**src/iopdd_pkg.sv**
```systemverilog
// package: register map, resets and field layout of the port register block
package iopdd_pkg;
  // register indexes; the byte address of a register is four times its index
  localparam logic [7:0] OFS_PORT_THREE_OUTPUT_DATA = 8'hC6;
  localparam logic [7:0] OFS_PORT_FOUR_OUTPUT_DATA  = 8'hC7;
  localparam logic [7:0] OFS_PORT_FIVE_DIRECTION    = 8'hC8;
  localparam logic [7:0] OFS_PORT_EIGHT_DIRECTION   = 8'hCD;
  localparam logic [7:0] OFS_PORT_SEVEN_PIN_LEVELS  = 8'hCE;
  localparam logic [7:0] OFS_PORT_EIGHT_OUTPUT_DATA = 8'hCF;
  localparam int         ADDR_IDX_LSB               = 2;
  localparam logic [7:0] RST_PORT_DATA              = 8'h00;
  localparam logic [7:0] P5_UNUSED_MASK             = 8'hF0;
  localparam logic [7:0] P8_UNUSED_MASK             = 8'hE0;
  localparam logic [7:0] ALL_ONES                   = 8'hFF;
  localparam int         P5_DIR_BITS                = 4;
  localparam int         P8_DIR_BITS                = 5;
  localparam int         P8_CS_BIT                  = 4;
  localparam logic [2:0] MODE_FIRST_SINGLE_CHIP     = 3'h5;
  localparam logic [1:0] HTRANS_NONSEQ              = 2'h2;
  localparam logic [2:0] HSIZE_WORD                 = 3'h2;
endpackage : iopdd_pkg

```
**src/iopdd_sync.sv**
```systemverilog
// two-stage synchroniser for a group of pin levels
module iopdd_sync #(
  parameter int WIDTH = 8
) (
  input  wire logic             i_sys_clk,
  input  wire logic             i_rst,
  input  wire logic [WIDTH-1:0] i_async,
  output logic      [WIDTH-1:0] o_sync
);
  logic [WIDTH-1:0] meta_q;

  // first stage feeds only the second
  always_ff @(posedge i_sys_clk or posedge i_rst) begin
    if (i_rst) begin
      meta_q <= '0;
      o_sync <= '0;
    end else begin
      meta_q <= i_async;
      o_sync <= meta_q;
    end
  end
endmodule : iopdd_sync

```
**src/iopdd_top.sv**
```systemverilog
// top: port data and direction registers behind an AHB-Lite slave
//
// Overview of operation
// - port three and four data registers, 8-bit read/write, reset zero, drive pins.
// - port eight direction: bits 7-5 read one, 4-0 write-only, bit 4 reset by mode.
// - port eight direction zero is input; one is chip-select or general output.
// - port seven register is read-only and returns the synchronised pin levels.
//
// register reach: each register is one aligned word at four times its index
// only bits 7:0 of a word carry data; upper read bits are zero
// reads take one wait state, writes none; every response is okay
// the mode strap is synchronised, then latched once after reset release
module iopdd_top
  import iopdd_pkg::*;
(
  input  wire logic        i_sys_clk,
  input  wire logic        i_rst,
  input  wire logic [2:0]  i_mode,
  input  wire logic        i_hsel,
  input  wire logic [31:0] i_haddr,
  input  wire logic [1:0]  i_htrans,
  input  wire logic        i_hwrite,
  input  wire logic [2:0]  i_hsize,
  input  wire logic [31:0] i_hwdata,
  input  wire logic        i_hready,
  output logic      [31:0] o_hrdata,
  output logic             o_hreadyout,
  output logic             o_hresp,
  output logic      [7:0]  o_port_three_out,
  output logic      [7:0]  o_port_four_out,
  input  wire logic [7:0]  i_port_seven_pins,
  output logic      [3:0]  o_port_five_dir,
  output logic      [4:0]  o_port_eight_out,
  output logic      [4:0]  o_port_eight_oe_n,
  output logic      [4:0]  o_port_eight_cs_sel
);
  logic [7:0]             port_three_q;
  logic [7:0]             port_four_q;
  logic [P5_DIR_BITS-1:0] port_five_dir_q;
  logic [P8_DIR_BITS-1:0] port_eight_dir_q;
  logic [P8_DIR_BITS-1:0] port_eight_data_q;
  logic [7:0]             port_seven_sync;
  logic                   mode_latched_q;
  logic                   single_chip_q;
  logic                   wr_pend_q;
  logic [7:0]             wr_addr_q;
  logic                   rd_pend_q;
  logic [7:0]             rd_addr_q;
  logic [7:0]             rd_byte;
  logic                   addr_ok;
  logic [3:0]             mode_sync;
  logic                   latch_now;
  logic                   wr_three;
  logic                   wr_four;
  logic                   wr_five;
  logic                   wr_eight_dir;
  logic                   wr_eight_data;

  // pin levels of port seven cross into the clock domain
  iopdd_sync #(.WIDTH(8)) u_p7_sync (
    .i_sys_clk (i_sys_clk),
    .i_rst     (i_rst),
    .i_async   (i_port_seven_pins),
    .o_sync    (port_seven_sync)
  );

  // mode strap plus a constant one; the one marks when the strap copy is valid
  iopdd_sync #(.WIDTH(4)) u_mode_sync (
    .i_sys_clk (i_sys_clk),
    .i_rst     (i_rst),
    .i_async   ({1'b1, i_mode}),
    .o_sync    (mode_sync)
  );

  // accepted address phase: selected, ready, non-sequential, whole word
  assign addr_ok = i_hsel & i_hready & (i_htrans == HTRANS_NONSEQ) & (i_hsize == HSIZE_WORD);

  // write strobes of the data phase and the one-shot mode latch
  assign wr_three      = wr_pend_q & (wr_addr_q == OFS_PORT_THREE_OUTPUT_DATA);
  assign wr_four       = wr_pend_q & (wr_addr_q == OFS_PORT_FOUR_OUTPUT_DATA);
  assign wr_five       = wr_pend_q & (wr_addr_q == OFS_PORT_FIVE_DIRECTION);
  assign wr_eight_dir  = wr_pend_q & (wr_addr_q == OFS_PORT_EIGHT_DIRECTION);
  assign wr_eight_data = wr_pend_q & (wr_addr_q == OFS_PORT_EIGHT_OUTPUT_DATA);
  assign latch_now     = ~mode_latched_q & mode_sync[3];

  // catch the synchronised mode strap once after reset release
  always_ff @(posedge i_sys_clk or posedge i_rst) begin
    if (i_rst) begin
      mode_latched_q <= 1'b0;
      single_chip_q  <= 1'b0;
    end else if (latch_now) begin
      mode_latched_q <= 1'b1;
      single_chip_q  <= (mode_sync[2:0] >= MODE_FIRST_SINGLE_CHIP);
    end
  end

  // write address phase capture; the data phase follows in the next cycle
  always_ff @(posedge i_sys_clk or posedge i_rst) begin
    if (i_rst) begin
      wr_pend_q <= 1'b0;
      wr_addr_q <= 8'h00;
    end else begin
      wr_pend_q <= addr_ok & i_hwrite;
      if (addr_ok) wr_addr_q <= i_haddr[ADDR_IDX_LSB +: 8];
    end
  end

  // read address phase capture; data is loaded during the wait state
  always_ff @(posedge i_sys_clk or posedge i_rst) begin
    if (i_rst) begin
      rd_pend_q <= 1'b0;
      rd_addr_q <= 8'h00;
    end else begin
      rd_pend_q <= addr_ok & ~i_hwrite;
      if (addr_ok) rd_addr_q <= i_haddr[ADDR_IDX_LSB +: 8];
    end
  end

  // port three and four data registers
  always_ff @(posedge i_sys_clk or posedge i_rst) begin
    if (i_rst) begin
      port_three_q <= RST_PORT_DATA;
      port_four_q  <= RST_PORT_DATA;
    end else begin
      if (wr_three) port_three_q <= i_hwdata[7:0];
      if (wr_four)  port_four_q  <= i_hwdata[7:0];
    end
  end

  // port five direction; writes only take effect in single-chip modes
  always_ff @(posedge i_sys_clk or posedge i_rst) begin
    if (i_rst) begin
      port_five_dir_q <= '0;
    end else if (wr_five && single_chip_q) begin
      port_five_dir_q <= i_hwdata[P5_DIR_BITS-1:0];
    end
  end

  // port eight direction; bit 4 default follows the mode when it is latched
  always_ff @(posedge i_sys_clk or posedge i_rst) begin
    if (i_rst) begin
      port_eight_dir_q <= '0;
    end else if (latch_now) begin
      port_eight_dir_q[P8_CS_BIT] <= (mode_sync[2:0] < MODE_FIRST_SINGLE_CHIP);
    end else if (wr_eight_dir) begin
      port_eight_dir_q <= i_hwdata[P8_DIR_BITS-1:0];
    end
  end

  // port eight data register
  always_ff @(posedge i_sys_clk or posedge i_rst) begin
    if (i_rst) begin
      port_eight_data_q <= '0;
    end else if (wr_eight_data) begin
      port_eight_data_q <= i_hwdata[P8_DIR_BITS-1:0];
    end
  end

  // read mux; write-only and unused bits read as one
  always_comb begin
    rd_byte = 8'h00;
    unique case (rd_addr_q)
      OFS_PORT_THREE_OUTPUT_DATA: rd_byte = port_three_q;
      OFS_PORT_FOUR_OUTPUT_DATA:  rd_byte = port_four_q;
      OFS_PORT_FIVE_DIRECTION:    rd_byte = ALL_ONES;
      OFS_PORT_EIGHT_DIRECTION:   rd_byte = ALL_ONES;
      OFS_PORT_SEVEN_PIN_LEVELS:  rd_byte = port_seven_sync;
      OFS_PORT_EIGHT_OUTPUT_DATA: rd_byte = P8_UNUSED_MASK | {3'b000, port_eight_data_q};
      default:                    rd_byte = 8'h00;
    endcase
  end

  // one wait state after a read address phase; the response is always okay
  always_ff @(posedge i_sys_clk or posedge i_rst) begin
    if (i_rst) begin
      o_hreadyout <= 1'b1;
      o_hresp     <= 1'b0;
    end else begin
      o_hreadyout <= ~(addr_ok & ~i_hwrite);
      o_hresp     <= 1'b0;
    end
  end

  // read data is loaded in the wait state and held until the next read
  always_ff @(posedge i_sys_clk or posedge i_rst) begin
    if (i_rst) begin
      o_hrdata <= 32'h0000_0000;
    end else if (rd_pend_q) begin
      o_hrdata <= {24'h00_0000, rd_byte};
    end
  end

  // port three and four pins follow their data registers one cycle later
  always_ff @(posedge i_sys_clk or posedge i_rst) begin
    if (i_rst) begin
      o_port_three_out <= RST_PORT_DATA;
      o_port_four_out  <= RST_PORT_DATA;
    end else begin
      o_port_three_out <= port_three_q;
      o_port_four_out  <= port_four_q;
    end
  end

  // port five pins stay inputs until the mode is known, so no brief drive
  always_ff @(posedge i_sys_clk or posedge i_rst) begin
    if (i_rst) begin
      o_port_five_dir <= '0;
    end else if (!mode_latched_q) begin
      o_port_five_dir <= '0;
    end else begin
      o_port_five_dir <= single_chip_q ? port_five_dir_q : '1;
    end
  end

  // port eight pins: enable low where the direction bit is set
  always_ff @(posedge i_sys_clk or posedge i_rst) begin
    if (i_rst) begin
      o_port_eight_out    <= '0;
      o_port_eight_oe_n   <= '1;
      o_port_eight_cs_sel <= '0;
    end else begin
      o_port_eight_out    <= port_eight_data_q;
      o_port_eight_oe_n   <= ~port_eight_dir_q;
      o_port_eight_cs_sel <= single_chip_q ? '0 : port_eight_dir_q;
    end
  end
endmodule : iopdd_top

```
**config.mk**
```make
export PLATFORM = sky130hd
export DESIGN_NAME = iopdd_top
export DESIGN_NICKNAME = d
export VERILOG_FILES = /design/src/iopdd_pkg.sv /design/src/iopdd_sync.sv /design/src/iopdd_top.sv
export SDC_FILE = /design/constraint.sdc
export NUM_CORES = 1
export LEC_CHECK = 0
export ABC_AREA = 1
export ABC_CLOCK_PERIOD_IN_PS = 5150
export BUFFER_PORTS_ARGS = -buffer_cell sky130_fd_sc_hd__buf_2
export CORE_MARGIN = 2
export CORE_UTILIZATION = 49
export CTS_CLUSTER_DIAMETER = 100
export DETAILED_ROUTE_END_ITERATION = 8
export PLACE_DENSITY = 0.79
export SLEW_MARGIN = 20
export SYNTH_ARGS = -nofsm -noshare
export SYNTH_HDL_FRONTEND = slang
export SYNTH_SLANG_ARGS = --single-unit
export TNS_END_PERCENT = 5
```
**constraint.sdc**
```tcl
create_clock -name i_sys_clk -period 5.15 [get_ports i_sys_clk]
set_input_delay 1.03 -clock i_sys_clk [delete_from_list [all_inputs] [get_ports i_sys_clk]]
set_output_delay 1.03 -clock i_sys_clk [all_outputs]
set_load 0.01 [all_outputs]
```
==> reports/metrics.cfg, run 1 <==
[run_status]
outcome=complete, no violations

[cts]
cts_root_buffer=clkbuf_8
cts_tree=built
cts_max_path_buffers=2
cts_setup_buffers=0
cts_max_level=3
clk_pin_slew_worst_paths_ps=100
numCtsBuffers=9
cts_num_sinks=110
hold_buffers=0
worstSkewPairLatency_ps=370
cts_resized=0

[floorplan]
dieWidth_um=96.19
io_pins=154
start_util_pct=50.68
core_area_um2=8217
fp-row-count=33
die_h_um=96.19
dieArea_um2=9252

[pwr]
power_frac_seq_pct=57.7
p_per_area_nw_per_um2=330.4
comb_power_share_pct=6.0
clock_power_share_pct=36.3
p_switching_uw=367.7
swShare_pct=23.29
leakage_uw=0.002447
vdd_ir_drop_max_v=0.0001420
internal-power_uw=1211

[final_layout]
fin_area_um2=4778
fillCellCount=698
drive_gt1_share_pct=25.00
layout_commonest_cell=dfrtp_1
area_growth_pct=14.75
post-route-util_pct=58.15
mostFrequentLayoutCells=104 x dfrtp_1, 86 x nand2_1, 80 x buf_2, 41 x inv_1, 30 x nand3_1
final_nets=556
diodes=0

[routing]
wl_per_cell_um=12.93
routed-via-count=2739
drt_iter0_markers=144
drt_wl_total_um=7511
drc=0
first_pass_iters=4
drtAntennaViolNets=0
via_per_inst=4.714

[global_route]
globalRouteTotalUtil_pct=17.58
overflow=0
grt_first_pass_wirelength_um=12160
antenna_found_initial=0
grt_pass1_vias=2692
grt_max_degree=74

[sta]
min_period_ps=2042
rsz0062_at_grt=no
finalCritPeriodShare_pct=39.65
fin_setup_tns_ps=0
drv_slew=0
worst_pin_slew_ps=860.3
holdWs_ps=352.4
setup_violations=0
relSlewSlack_pct=42.65
hold_viol=0
fmax_ghz=0.4898
finClkSkew_ps=11.89

[hold_path]
worst_hold_startpoint=u_mode_sync.meta_q[3]
hold_end=u_mode_sync.o_sync[3]
hp-class=register to register
holdPathStages=0

[setup_path]
end_kind=output port
cp_slowest_cell=dfstp_2
critPathBufInv=1
cp_cell_sequence=buf_2
r2r_slack_ps=3250
critPathTopFamily=flip-flops
crit_required_ps=4120
cp.arrival_ps=1010
cp_slowest_stage_delay_ps=530
path_max_fanout=1
start_kind=register
timing.rr.end=port_four_q[1]
rr_worst_depth=7
path_class=register to output port
r2r-start=rd_addr_q[4]

[yosys]
ys_types=26
postSynthCellCount=388
yosys_warnings=0
synth.yosys.seq_area_share_pct=66.29
synthesis.area_um2=4164
postSynthAreaPerCell_um2=10.73
ys_seq_elements=110

[placement]
dpl_cell_area_um2=4548
hpwl_um=5399
port_buffers=80
place_congestion=0.8525

[run]
maxCapViolations=0

registers in the layout, summed over array words and instances (netlist names), 4 cells and up:
signal	flops
u_mode_sync.meta_q	4
port_eight_dir_q	5
rd_addr_q	8
u_p7_sync.o_sync	8
port_three_q	8
u_p7_sync.meta_q	8
o_port_eight_oe_n	5
o_port_five_dir	4
u_mode_sync.o_sync	4
o_port_four_out	8
o_port_three_out	8
o_hrdata	8
port_eight_data_q	5
port_four_q	8
o_port_eight_cs_sel	5
o_port_eight_out	5
port_five_dir_q	4
power groups by stage:
stage	Clock (µW)	Sequential, µW	Combinational [µW]
2_1_floorplan	0	925	74.9
3_3_place_gp	0	926	92.6
3_5_place_dp	0	928	95.8
4_1_cts	589	911	96.0
5_1_grt	622	915	109
6_report	573	911	94.2
Yosys cell counts, drive strengths merged:
master    n  area (µm²)
inv      42       157.7
o211ai    1       7.510
conb      2       7.510
nand2    91       354.1
o21a      9       67.56
buf      32       244.0
o21ai    35       175.2
dfstp     6       157.7
nor2     24       138.9
nor3b     2       15.01
dfrtp   104        2603
or2       1       6.260
nand4     1       12.51
nand3    32       177.7
nor3      1       16.27
a21oi     4       20.02
clkbuf    1       3.750
cell families (layout without fill, tap and decap cells):
family,Yosys count,count (layout),share of synthesized area [%]
flip-flops,110,110,66.29
other,2,26,0.1804
AND/OR/NAND/NOR,152,152,17.31
AO/OA/AOI/OAI,49,49,6.490
buffers and inverters,75,139,9.735
worst max path at each step:
stage	from	endpoint	slack [ps]	cells after the start
6_report	o_port_eight_oe_n[0]	o_port_eight_oe_n[0]	3110	1
5_1_grt	rd_addr_q[4]	o_hrdata[1]	3020	9
4_1_cts	o_hreadyout	o_hreadyout	3090	1
3_5_place_dp	i_rst	o_port_eight_oe_n[1]	2840	3
3_3_place_gp	i_rst	o_port_eight_oe_n[2]	2880	3
2_1_floorplan	i_rst	mode_latched_q	1230	1
metrics by stage:
step	setup WS [ps]	std cells	power, µW
after global placement	2878	565	1018
after floorplan	1228	412	1000
after global routing	3016	581	1646
after detailed placement	2844	565	1024
final	3108	581	1579
after CTS	3090	581	1596
area by class of cell:
class / instances / area [µm²] / area share [%]
clock buffers: 10 / 137.6 / 2.880
clock inverters: 6 / 92.59 / 1.938
inverters: 42 / 160.2 / 3.352
multi-input cells: 227 / 1089 / 22.78
flip-flops and latches: 110 / 2760 / 57.76
well taps: 105 / 131.4 / 2.749
repair buffers: 81 / 407.9 / 8.536
per-layer routing:
layer | vias up | part of all wire [%] | track usage [%]
met3 | 12 | 5.7 | 3.915
li1 | 1331 | - | -
met4 | 0 | 2.0 | 8.333
met5 | - | 0 | 0
met2 | 95 | 48 | 28.47
met1 | 1301 | 45 | 22.51
Power figures use the tool's default switching activity.
==> run 2, diff against run 1 <==
--- a/config.mk
+++ b/config.mk
@@ -5,14 +5,14 @@
 export SDC_FILE = /design/constraint.sdc
 export NUM_CORES = 1
 export LEC_CHECK = 0
-export ABC_AREA = 1
-export ABC_CLOCK_PERIOD_IN_PS = 5150
+export ABC_AREA = 0
+export ABC_CLOCK_PERIOD_IN_PS = 2100
 export BUFFER_PORTS_ARGS = -buffer_cell sky130_fd_sc_hd__buf_2
 export CORE_MARGIN = 2
 export CORE_UTILIZATION = 49
 export CTS_CLUSTER_DIAMETER = 100
 export DETAILED_ROUTE_END_ITERATION = 8
-export PLACE_DENSITY = 0.79
+export PLACE_DENSITY = 0.8
 export SLEW_MARGIN = 20
 export SYNTH_ARGS = -nofsm -noshare
 export SYNTH_HDL_FRONTEND = slang
==> constraint.sdc (replaced) <==
create_clock -name i_sys_clk -period 2.1 [get_ports i_sys_clk]
set_input_delay 0.42 -clock i_sys_clk [delete_from_list [all_inputs] [get_ports i_sys_clk]]
set_output_delay 0.42 -clock i_sys_clk [all_outputs]
set_load 0.01 [all_outputs]
==> run 2 against run 1 <==
  * Critical path depth is 2 higher
  * Flip-flop and latch count stayed put
  * First-iteration DRC count is 61% lower
  * Synthesized cell count is 29% lower
  * Utilization is 0.39 points higher
  * Area after synthesis is 1.2% lower
  * Count of clock-buffer cells in the layout is 1 higher
  * Setup slack worse by 2800 ps
  * Combinational power grew to 3.3 times the previous value
  * Critical path type is now register to register
  * Critical endpoint is now port_eight_data_q[2]
  * Highest routed layer unchanged
==> reports/metrics.cfg, run 2 <==
[cts]
cts_resized=0  ; unchanged
hold_buffers=0  ; unchanged
cts_max_level=3  ; unchanged
cts_max_path_buffers=2  ; unchanged
cts_root_buffer=clkbuf_8
clk_pin_slew_worst_paths_ps=90  ; about the same
cts_setup_buffers=0  ; unchanged
cts_num_sinks=110  ; unchanged
numCtsBuffers=9  ; unchanged
cts_tree=built
worstSkewPairLatency_ps=360  ; about the same

[setup_path]
timing.rr.end=port_eight_data_q[2]
r2r-start=rd_addr_q[0]
path_max_fanout=8  ; +7
critPathBufInv=0  ; -1
r2r_slack_ps=340  ; -2910 ps
rr_worst_depth=3  ; -4
crit_required_ps=2340  ; -1780 ps
critPathTopFamily=simple AND/OR/NAND/NOR gates
start_kind=register
cp_slowest_stage_delay_ps=540  ; about the same
cp.arrival_ps=2010  ; +1000 ps
cp_cell_sequence=and2_1 > nor3b_4 > mux2_2
path_class=register to register
end_kind=register
cp_slowest_cell=dfrtp_1

[routing]
drtAntennaViolNets=0  ; unchanged
wl_per_cell_um=14.49  ; +12%
first_pass_iters=5  ; +1
drc=0  ; unchanged
drt_iter0_markers=56  ; -61%
via_per_inst=4.808  ; +2.0%
routed-via-count=2274  ; -17%
drt_wl_total_um=6854  ; -8.7%

[global_route]
grt_first_pass_wirelength_um=11170  ; -8.2%
globalRouteTotalUtil_pct=16.58  ; -1.0 points
antenna_found_initial=0  ; unchanged
overflow=0  ; unchanged
grt_max_degree=111  ; +50%
grt_pass1_vias=2278  ; -15%

[hold_path]
hold_end=u_mode_sync.meta_q[2]
hp-class=input pin to register
holdPathStages=1  ; +1
worst_hold_startpoint=i_mode[2]

[pwr]
comb_power_share_pct=8.0  ; +2.0 points
internal-power_uw=3041  ; +150%
swShare_pct=22.57  ; -0.72 points
vdd_ir_drop_max_v=0.0003882  ; +170%
clock_power_share_pct=34.8  ; -1.5 points
power_frac_seq_pct=57.2  ; -0.5 points
p_per_area_nw_per_um2=820.7  ; +150%
leakage_uw=0.002455  ; +0.30%
p_switching_uw=886.5  ; +140%

[sta]
fin_setup_tns_ps=0  ; unchanged
drv_slew=0  ; unchanged
hold_viol=0  ; unchanged
finalCritPeriodShare_pct=84.03
finClkSkew_ps=8.176  ; -3.712 ps
setup_violations=0  ; unchanged
worst_pin_slew_ps=558.9  ; -301.3 ps
min_period_ps=1765
holdWs_ps=160.0  ; -192.4 ps
relSlewSlack_pct=62.74  ; +20 points
fmax_ghz=0.5667
rsz0062_at_grt=no

[yosys]
synthTopCellsByArea=dfrtp_1 63%, mux2_2 10%, buf_4 4.6%, dfstp_2 3.8%, mux4_2 2.7%
synthTopCellsByCount=104 x dfrtp_1, 38 x mux2_2, 25 x buf_4
yosys_warnings=0  ; unchanged
yosysTopAreaCell=dfrtp_1
async_reset_ff_share_pct=100.0  ; unchanged
ys_seq_elements=110  ; unchanged
synth_top_area_share_pct=63.26  ; +0.76 points
synthFlopType=dfrtp_1
postSynthCellCount=275  ; -29%
synth_edf_count=0  ; unchanged
postSynthAreaPerCell_um2=14.96  ; +39%
yosysMostFrequentCell=dfrtp_1
synthesis.area_um2=4114  ; -1.2%
ys_types=36  ; +38%
synth.yosys.seq_area_share_pct=67.09  ; +0.81 points

[final_layout]
diodes=0  ; unchanged
mostFrequentLayoutCells=104 x dfrtp_1, 80 x buf_2, 38 x mux2_2, 26 x conb_1, 20 x inv_1
final_nets=448  ; -19%
drive_gt1_share_pct=44.29  ; +19 points
layout_commonest_cell=dfrtp_1
area_growth_pct=16.33

[floorplan]
dieWidth_um=95.63  ; -0.58%
die_h_um=95.63  ; -0.58%
core_area_um2=8175  ; -0.50%
start_util_pct=50.32  ; -0.36 points
io_pins=154  ; unchanged
fp-row-count=33  ; unchanged
dieArea_um2=9145  ; -1.2%

[placement]
hpwl_um=4785  ; -11%
port_buffers=80  ; unchanged
place_congestion=0.8379  ; -1.7%

[run]
maxCapViolations=0  ; unchanged

[run_status]
outcome=complete, no violations

[run 2: cell types whose count changed after synthesis, moves of 9 or more]
cell / change
inv_1: -21
mux2_2: +38
nand2_1: -82
nand3_1: -29
nor2_1: -9
o21a_1: -9
o21ai_0: -22
o21ai_1: -10
[run 2: metrics by stage]
stage               power (µW)  cell area, µm²  setup slack [ps]  std cells  util, %
CTS                       3977            4786             329.1        473    58.54
global route              4127            4786             237.7        473    58.54
global placement          2593            4563             364.7        457    55.82
detailed placement        2607            4563             340.8        457    55.82
floorplan                 2512            4208             355.4        299        -
finish                    3928            4786             335.3        473    58.54
[run 2: kinds of logic after synthesis]
group,share of synthesized area (%)
AOI/OAI and AO/OA,5.018
other,0.1825
muxes,13.87
and+or+nand+nor,6.417
buffers and inverters,7.421
DFF,67.09
[run 2: power by group through the flow]
stage | combinational, µW | sequential [µW] | clock (µW)
after floorplan | 235 | 2280 | 0
after global placement | 306 | 2290 | 0
after detailed placement | 316 | 2290 | 0
after CTS | 317 | 2250 | 1410
after global routing | 354 | 2260 | 1510
final | 313 | 2250 | 1370
[run 2: worst max-delay path by stage]
stage	start	to	slack (ps)	cells past startpoint
5_1_grt	rd_addr_q[0]	port_eight_data_q[1]	240	3
6_report	rd_addr_q[0]	port_eight_data_q[2]	340	3
4_1_cts	rd_addr_q[0]	port_eight_data_q[2]	330	3
3_5_place_dp	rd_addr_q[0]	port_eight_data_q[3]	340	3
2_1_floorplan	i_rst	mode_latched_q	360	1
3_3_place_gp	rd_addr_q[0]	port_eight_data_q[1]	360	3
[run 2: metal layers]
layer | track usage (%) | vias up | share of wire, %
met5 | 0 | - | 0
li1 | - | 1057 | -
met2 | 25.93 | 83 | 47
met3 | 4.111 | 13 | 5.9
met1 | 22.29 | 1121 | 45
met4 | 6.905 | 0 | 1.9
[run 2: final cells by class]
type,instances,area [µm²]
clock buffer,11,141.4
tap,105,131.4
multi-input combinational,136,1139
fill,669,3390
clock inverter,5,81.33
inverter,21,82.58
sequential,110,2760
timing repair buffer,85,450.4
==> run 3, diff against run 2 <==
--- a/config.mk
+++ b/config.mk
@@ -6,7 +6,7 @@
 export NUM_CORES = 1
 export LEC_CHECK = 0
 export ABC_AREA = 0
-export ABC_CLOCK_PERIOD_IN_PS = 2100
+export ABC_CLOCK_PERIOD_IN_PS = 1700
 export BUFFER_PORTS_ARGS = -buffer_cell sky130_fd_sc_hd__buf_2
 export CORE_MARGIN = 2
 export CORE_UTILIZATION = 49
==> constraint.sdc (replaced) <==
create_clock -name i_sys_clk -period 1.7 [get_ports i_sys_clk]
set_input_delay 0.34 -clock i_sys_clk [delete_from_list [all_inputs] [get_ports i_sys_clk]]
set_output_delay 0.34 -clock i_sys_clk [all_outputs]
set_load 0.01 [all_outputs]
==> run 3 against run 2 <==
  * Global-route usage down 0.16 points
  * Combinational power up 39%
  * Largest cell class unchanged
  * Critical path depth up 2
  * First-iteration DRC count up 130%
  * Hold slack worse by 85 ps
  * Final cell count up 1.7%
  * Power up 22%
  * Register-to-register slack worse by 310 ps
  * Clock skew up 1.4 ps
  * Final area up 1.7%
  * Utilization up 1.0 points
==> reports/metrics.cfg, run 3 (same netlist as run 2, synthesis figures left out) <==
[hold_path]
hp-class=input pin to asynchronous set/reset pin

[setup_path]
cp_slowest_stage_delay_ps=390  ; -150 ps
path_max_fanout=8  ; unchanged
critPathBufInv=1  ; +1
cp_slowest_cell=dfrtp_1
end_kind=register
crit_required_ps=1950  ; -390 ps
critPathTopFamily=simple AND/OR/NAND/NOR gates
cp_cell_sequence=and4bb_2 > buf_4 > nand3_2 > nor2_8 > mux2_2
start_kind=register
r2r_slack_ps=20  ; -310 ps
path_class=register to register
cp.arrival_ps=1920  ; -90 ps

[routing]
via_per_inst=4.859  ; +1.1%
drtAntennaViolNets=0  ; unchanged
drt_wl_total_um=6890  ; +0.53%
drc=0  ; unchanged
routed-via-count=2337  ; +2.8%
drt_iter0_markers=127  ; +130%
first_pass_iters=4  ; -1
wl_per_cell_um=14.32  ; -1.1%

[cts]
cts_max_level=3  ; unchanged
hold_buffers=0  ; unchanged
cts_tree=built
numCtsBuffers=9  ; unchanged
cts_num_sinks=110  ; unchanged
cts_root_buffer=clkbuf_8
worstSkewPairLatency_ps=360  ; about the same
cts_max_path_buffers=2  ; unchanged
clk_pin_slew_worst_paths_ps=90  ; about the same

[sta]
fmax_ghz=0.5954  ; +5.1%
finClkSkew_ps=9.604  ; +1.428 ps
finalCritPeriodShare_pct=98.79  ; +15 points
holdWs_ps=75.10  ; -84.92 ps
hold_viol=0  ; unchanged
drv_slew=0  ; unchanged
setup_violations=0  ; unchanged
fin_setup_tns_ps=0  ; unchanged
rsz0062_at_grt=yes
min_period_ps=1679  ; -85.22 ps

[global_route]
globalRouteTotalUtil_pct=16.42  ; -0.16 points
overflow=0  ; unchanged
antenna_found_initial=0  ; unchanged
grt_first_pass_wirelength_um=11120  ; -0.50%
grt_max_degree=58  ; -48%
grt_pass1_vias=2281  ; +0.13%

[final_layout]
fin_area_um2=4868  ; +1.7%
diodes=0  ; unchanged
mostFrequentLayoutCells=103 x dfrtp_1, 80 x buf_2, 38 x mux2_2, 26 x conb_1, 20 x inv_1
fillCellCount=664  ; -0.75%
layout_commonest_cell=dfrtp_1
area_growth_pct=18.34
final_nets=456  ; +1.8%
drive_gt1_share_pct=46.28  ; +2.0 points

[pwr]
total_power_uw=4778  ; +22%
vdd_ir_drop_max_v=0.0004526  ; +17%
p_per_area_nw_per_um2=981.5  ; +20%
leakage_uw=0.002494  ; +1.6%

[floorplan]
core_area_um2=8175  ; unchanged
io_pins=154  ; unchanged
fp-row-count=33  ; unchanged
dieWidth_um=95.63  ; unchanged
die_h_um=95.63  ; unchanged
start_util_pct=50.32  ; unchanged
dieArea_um2=9145  ; unchanged

[placement]
port_buffers=80  ; unchanged
dpl_cell_area_um2=4633  ; +1.5%
place_congestion=0.8281  ; -1.2%
hpwl_um=4938  ; +3.2%

[run]
maxCapViolations=0  ; unchanged

[run_status]
outcome=complete, no violations

[run 3: worst reg2reg max path, delay by kind of cell (launching register included)]
family                 cells  cell delay [ps]
buffers and inverters      1              160
muxes                      1              360
DFF                        1              390
and+or+nand+nor            3              660
[run 3: layout make-up]
cell class / count / area, µm² / share of cell area [%]
clock buffers: 12 / 155.1 / 3.187
clock inverters: 4 / 53.80 / 1.105
inverters: 21 / 82.58 / 1.696
multi-input cells: 136 / 1149 / 23.59
flip-flops and latches: 110 / 2761 / 56.72
well taps: 105 / 131.4 / 2.699
repair buffers: 93 / 535.5 / 11.00
[run 3: report_power, final]
group	leakage [µW]	switching [µW]	total, µW	internal [µW]
Clock	0.0000992	811	1580	768
Sequential	0.00139	52.0	2760	2710
Combinational	0.00101	235	435	200
Total	0.00249	1100	4780	3680
[run 3: through the flow]
step           utilization (%)  worst slack (ps)  std cells
2_1_floorplan                -             35.42        299
3_3_place_gp             56.67             9.159        463
3_5_place_dp             56.67            -10.18        463
4_1_cts                  59.41             11.92        481
5_1_grt                  59.55            -39.15        481
6_report                 59.55             20.56        481
[run 3: worst paths after layout]
kind / end / from / cells after the start
worst max-delay path: port_four_q[2] / rd_addr_q[5] / 5
worst min-delay path: port_eight_data_q[4] / i_rst / 3
worst max register to register: port_four_q[2] / rd_addr_q[5] / 5
worst min register to register: u_mode_sync.o_sync[0] / u_mode_sync.meta_q[0] / 0
max in group asynchronous: o_port_eight_oe_n[2] / i_rst / 3
min in group i_sys_clk: u_p7_sync.meta_q[1] / i_port_seven_pins[1] / 1
[run 3: what timing repair did]
action	4_1_cts	5_1_grt
buffers inserted	2	0
gates resized for setup	0	3
pin swaps	1	2
endpoints found under the setup margin	5	25
[run 3: per-layer routing]
metal	track usage, %	routed length (µm)	share of wire (%)	vias to the layer above
met5	0	0	0	-
met4	7.500	128	1.9	0
met3	3.004	413	6.0	15
met2	25.58	3325	48	82
met1	22.57	3023	44	1166
li1	-	-	-	1074
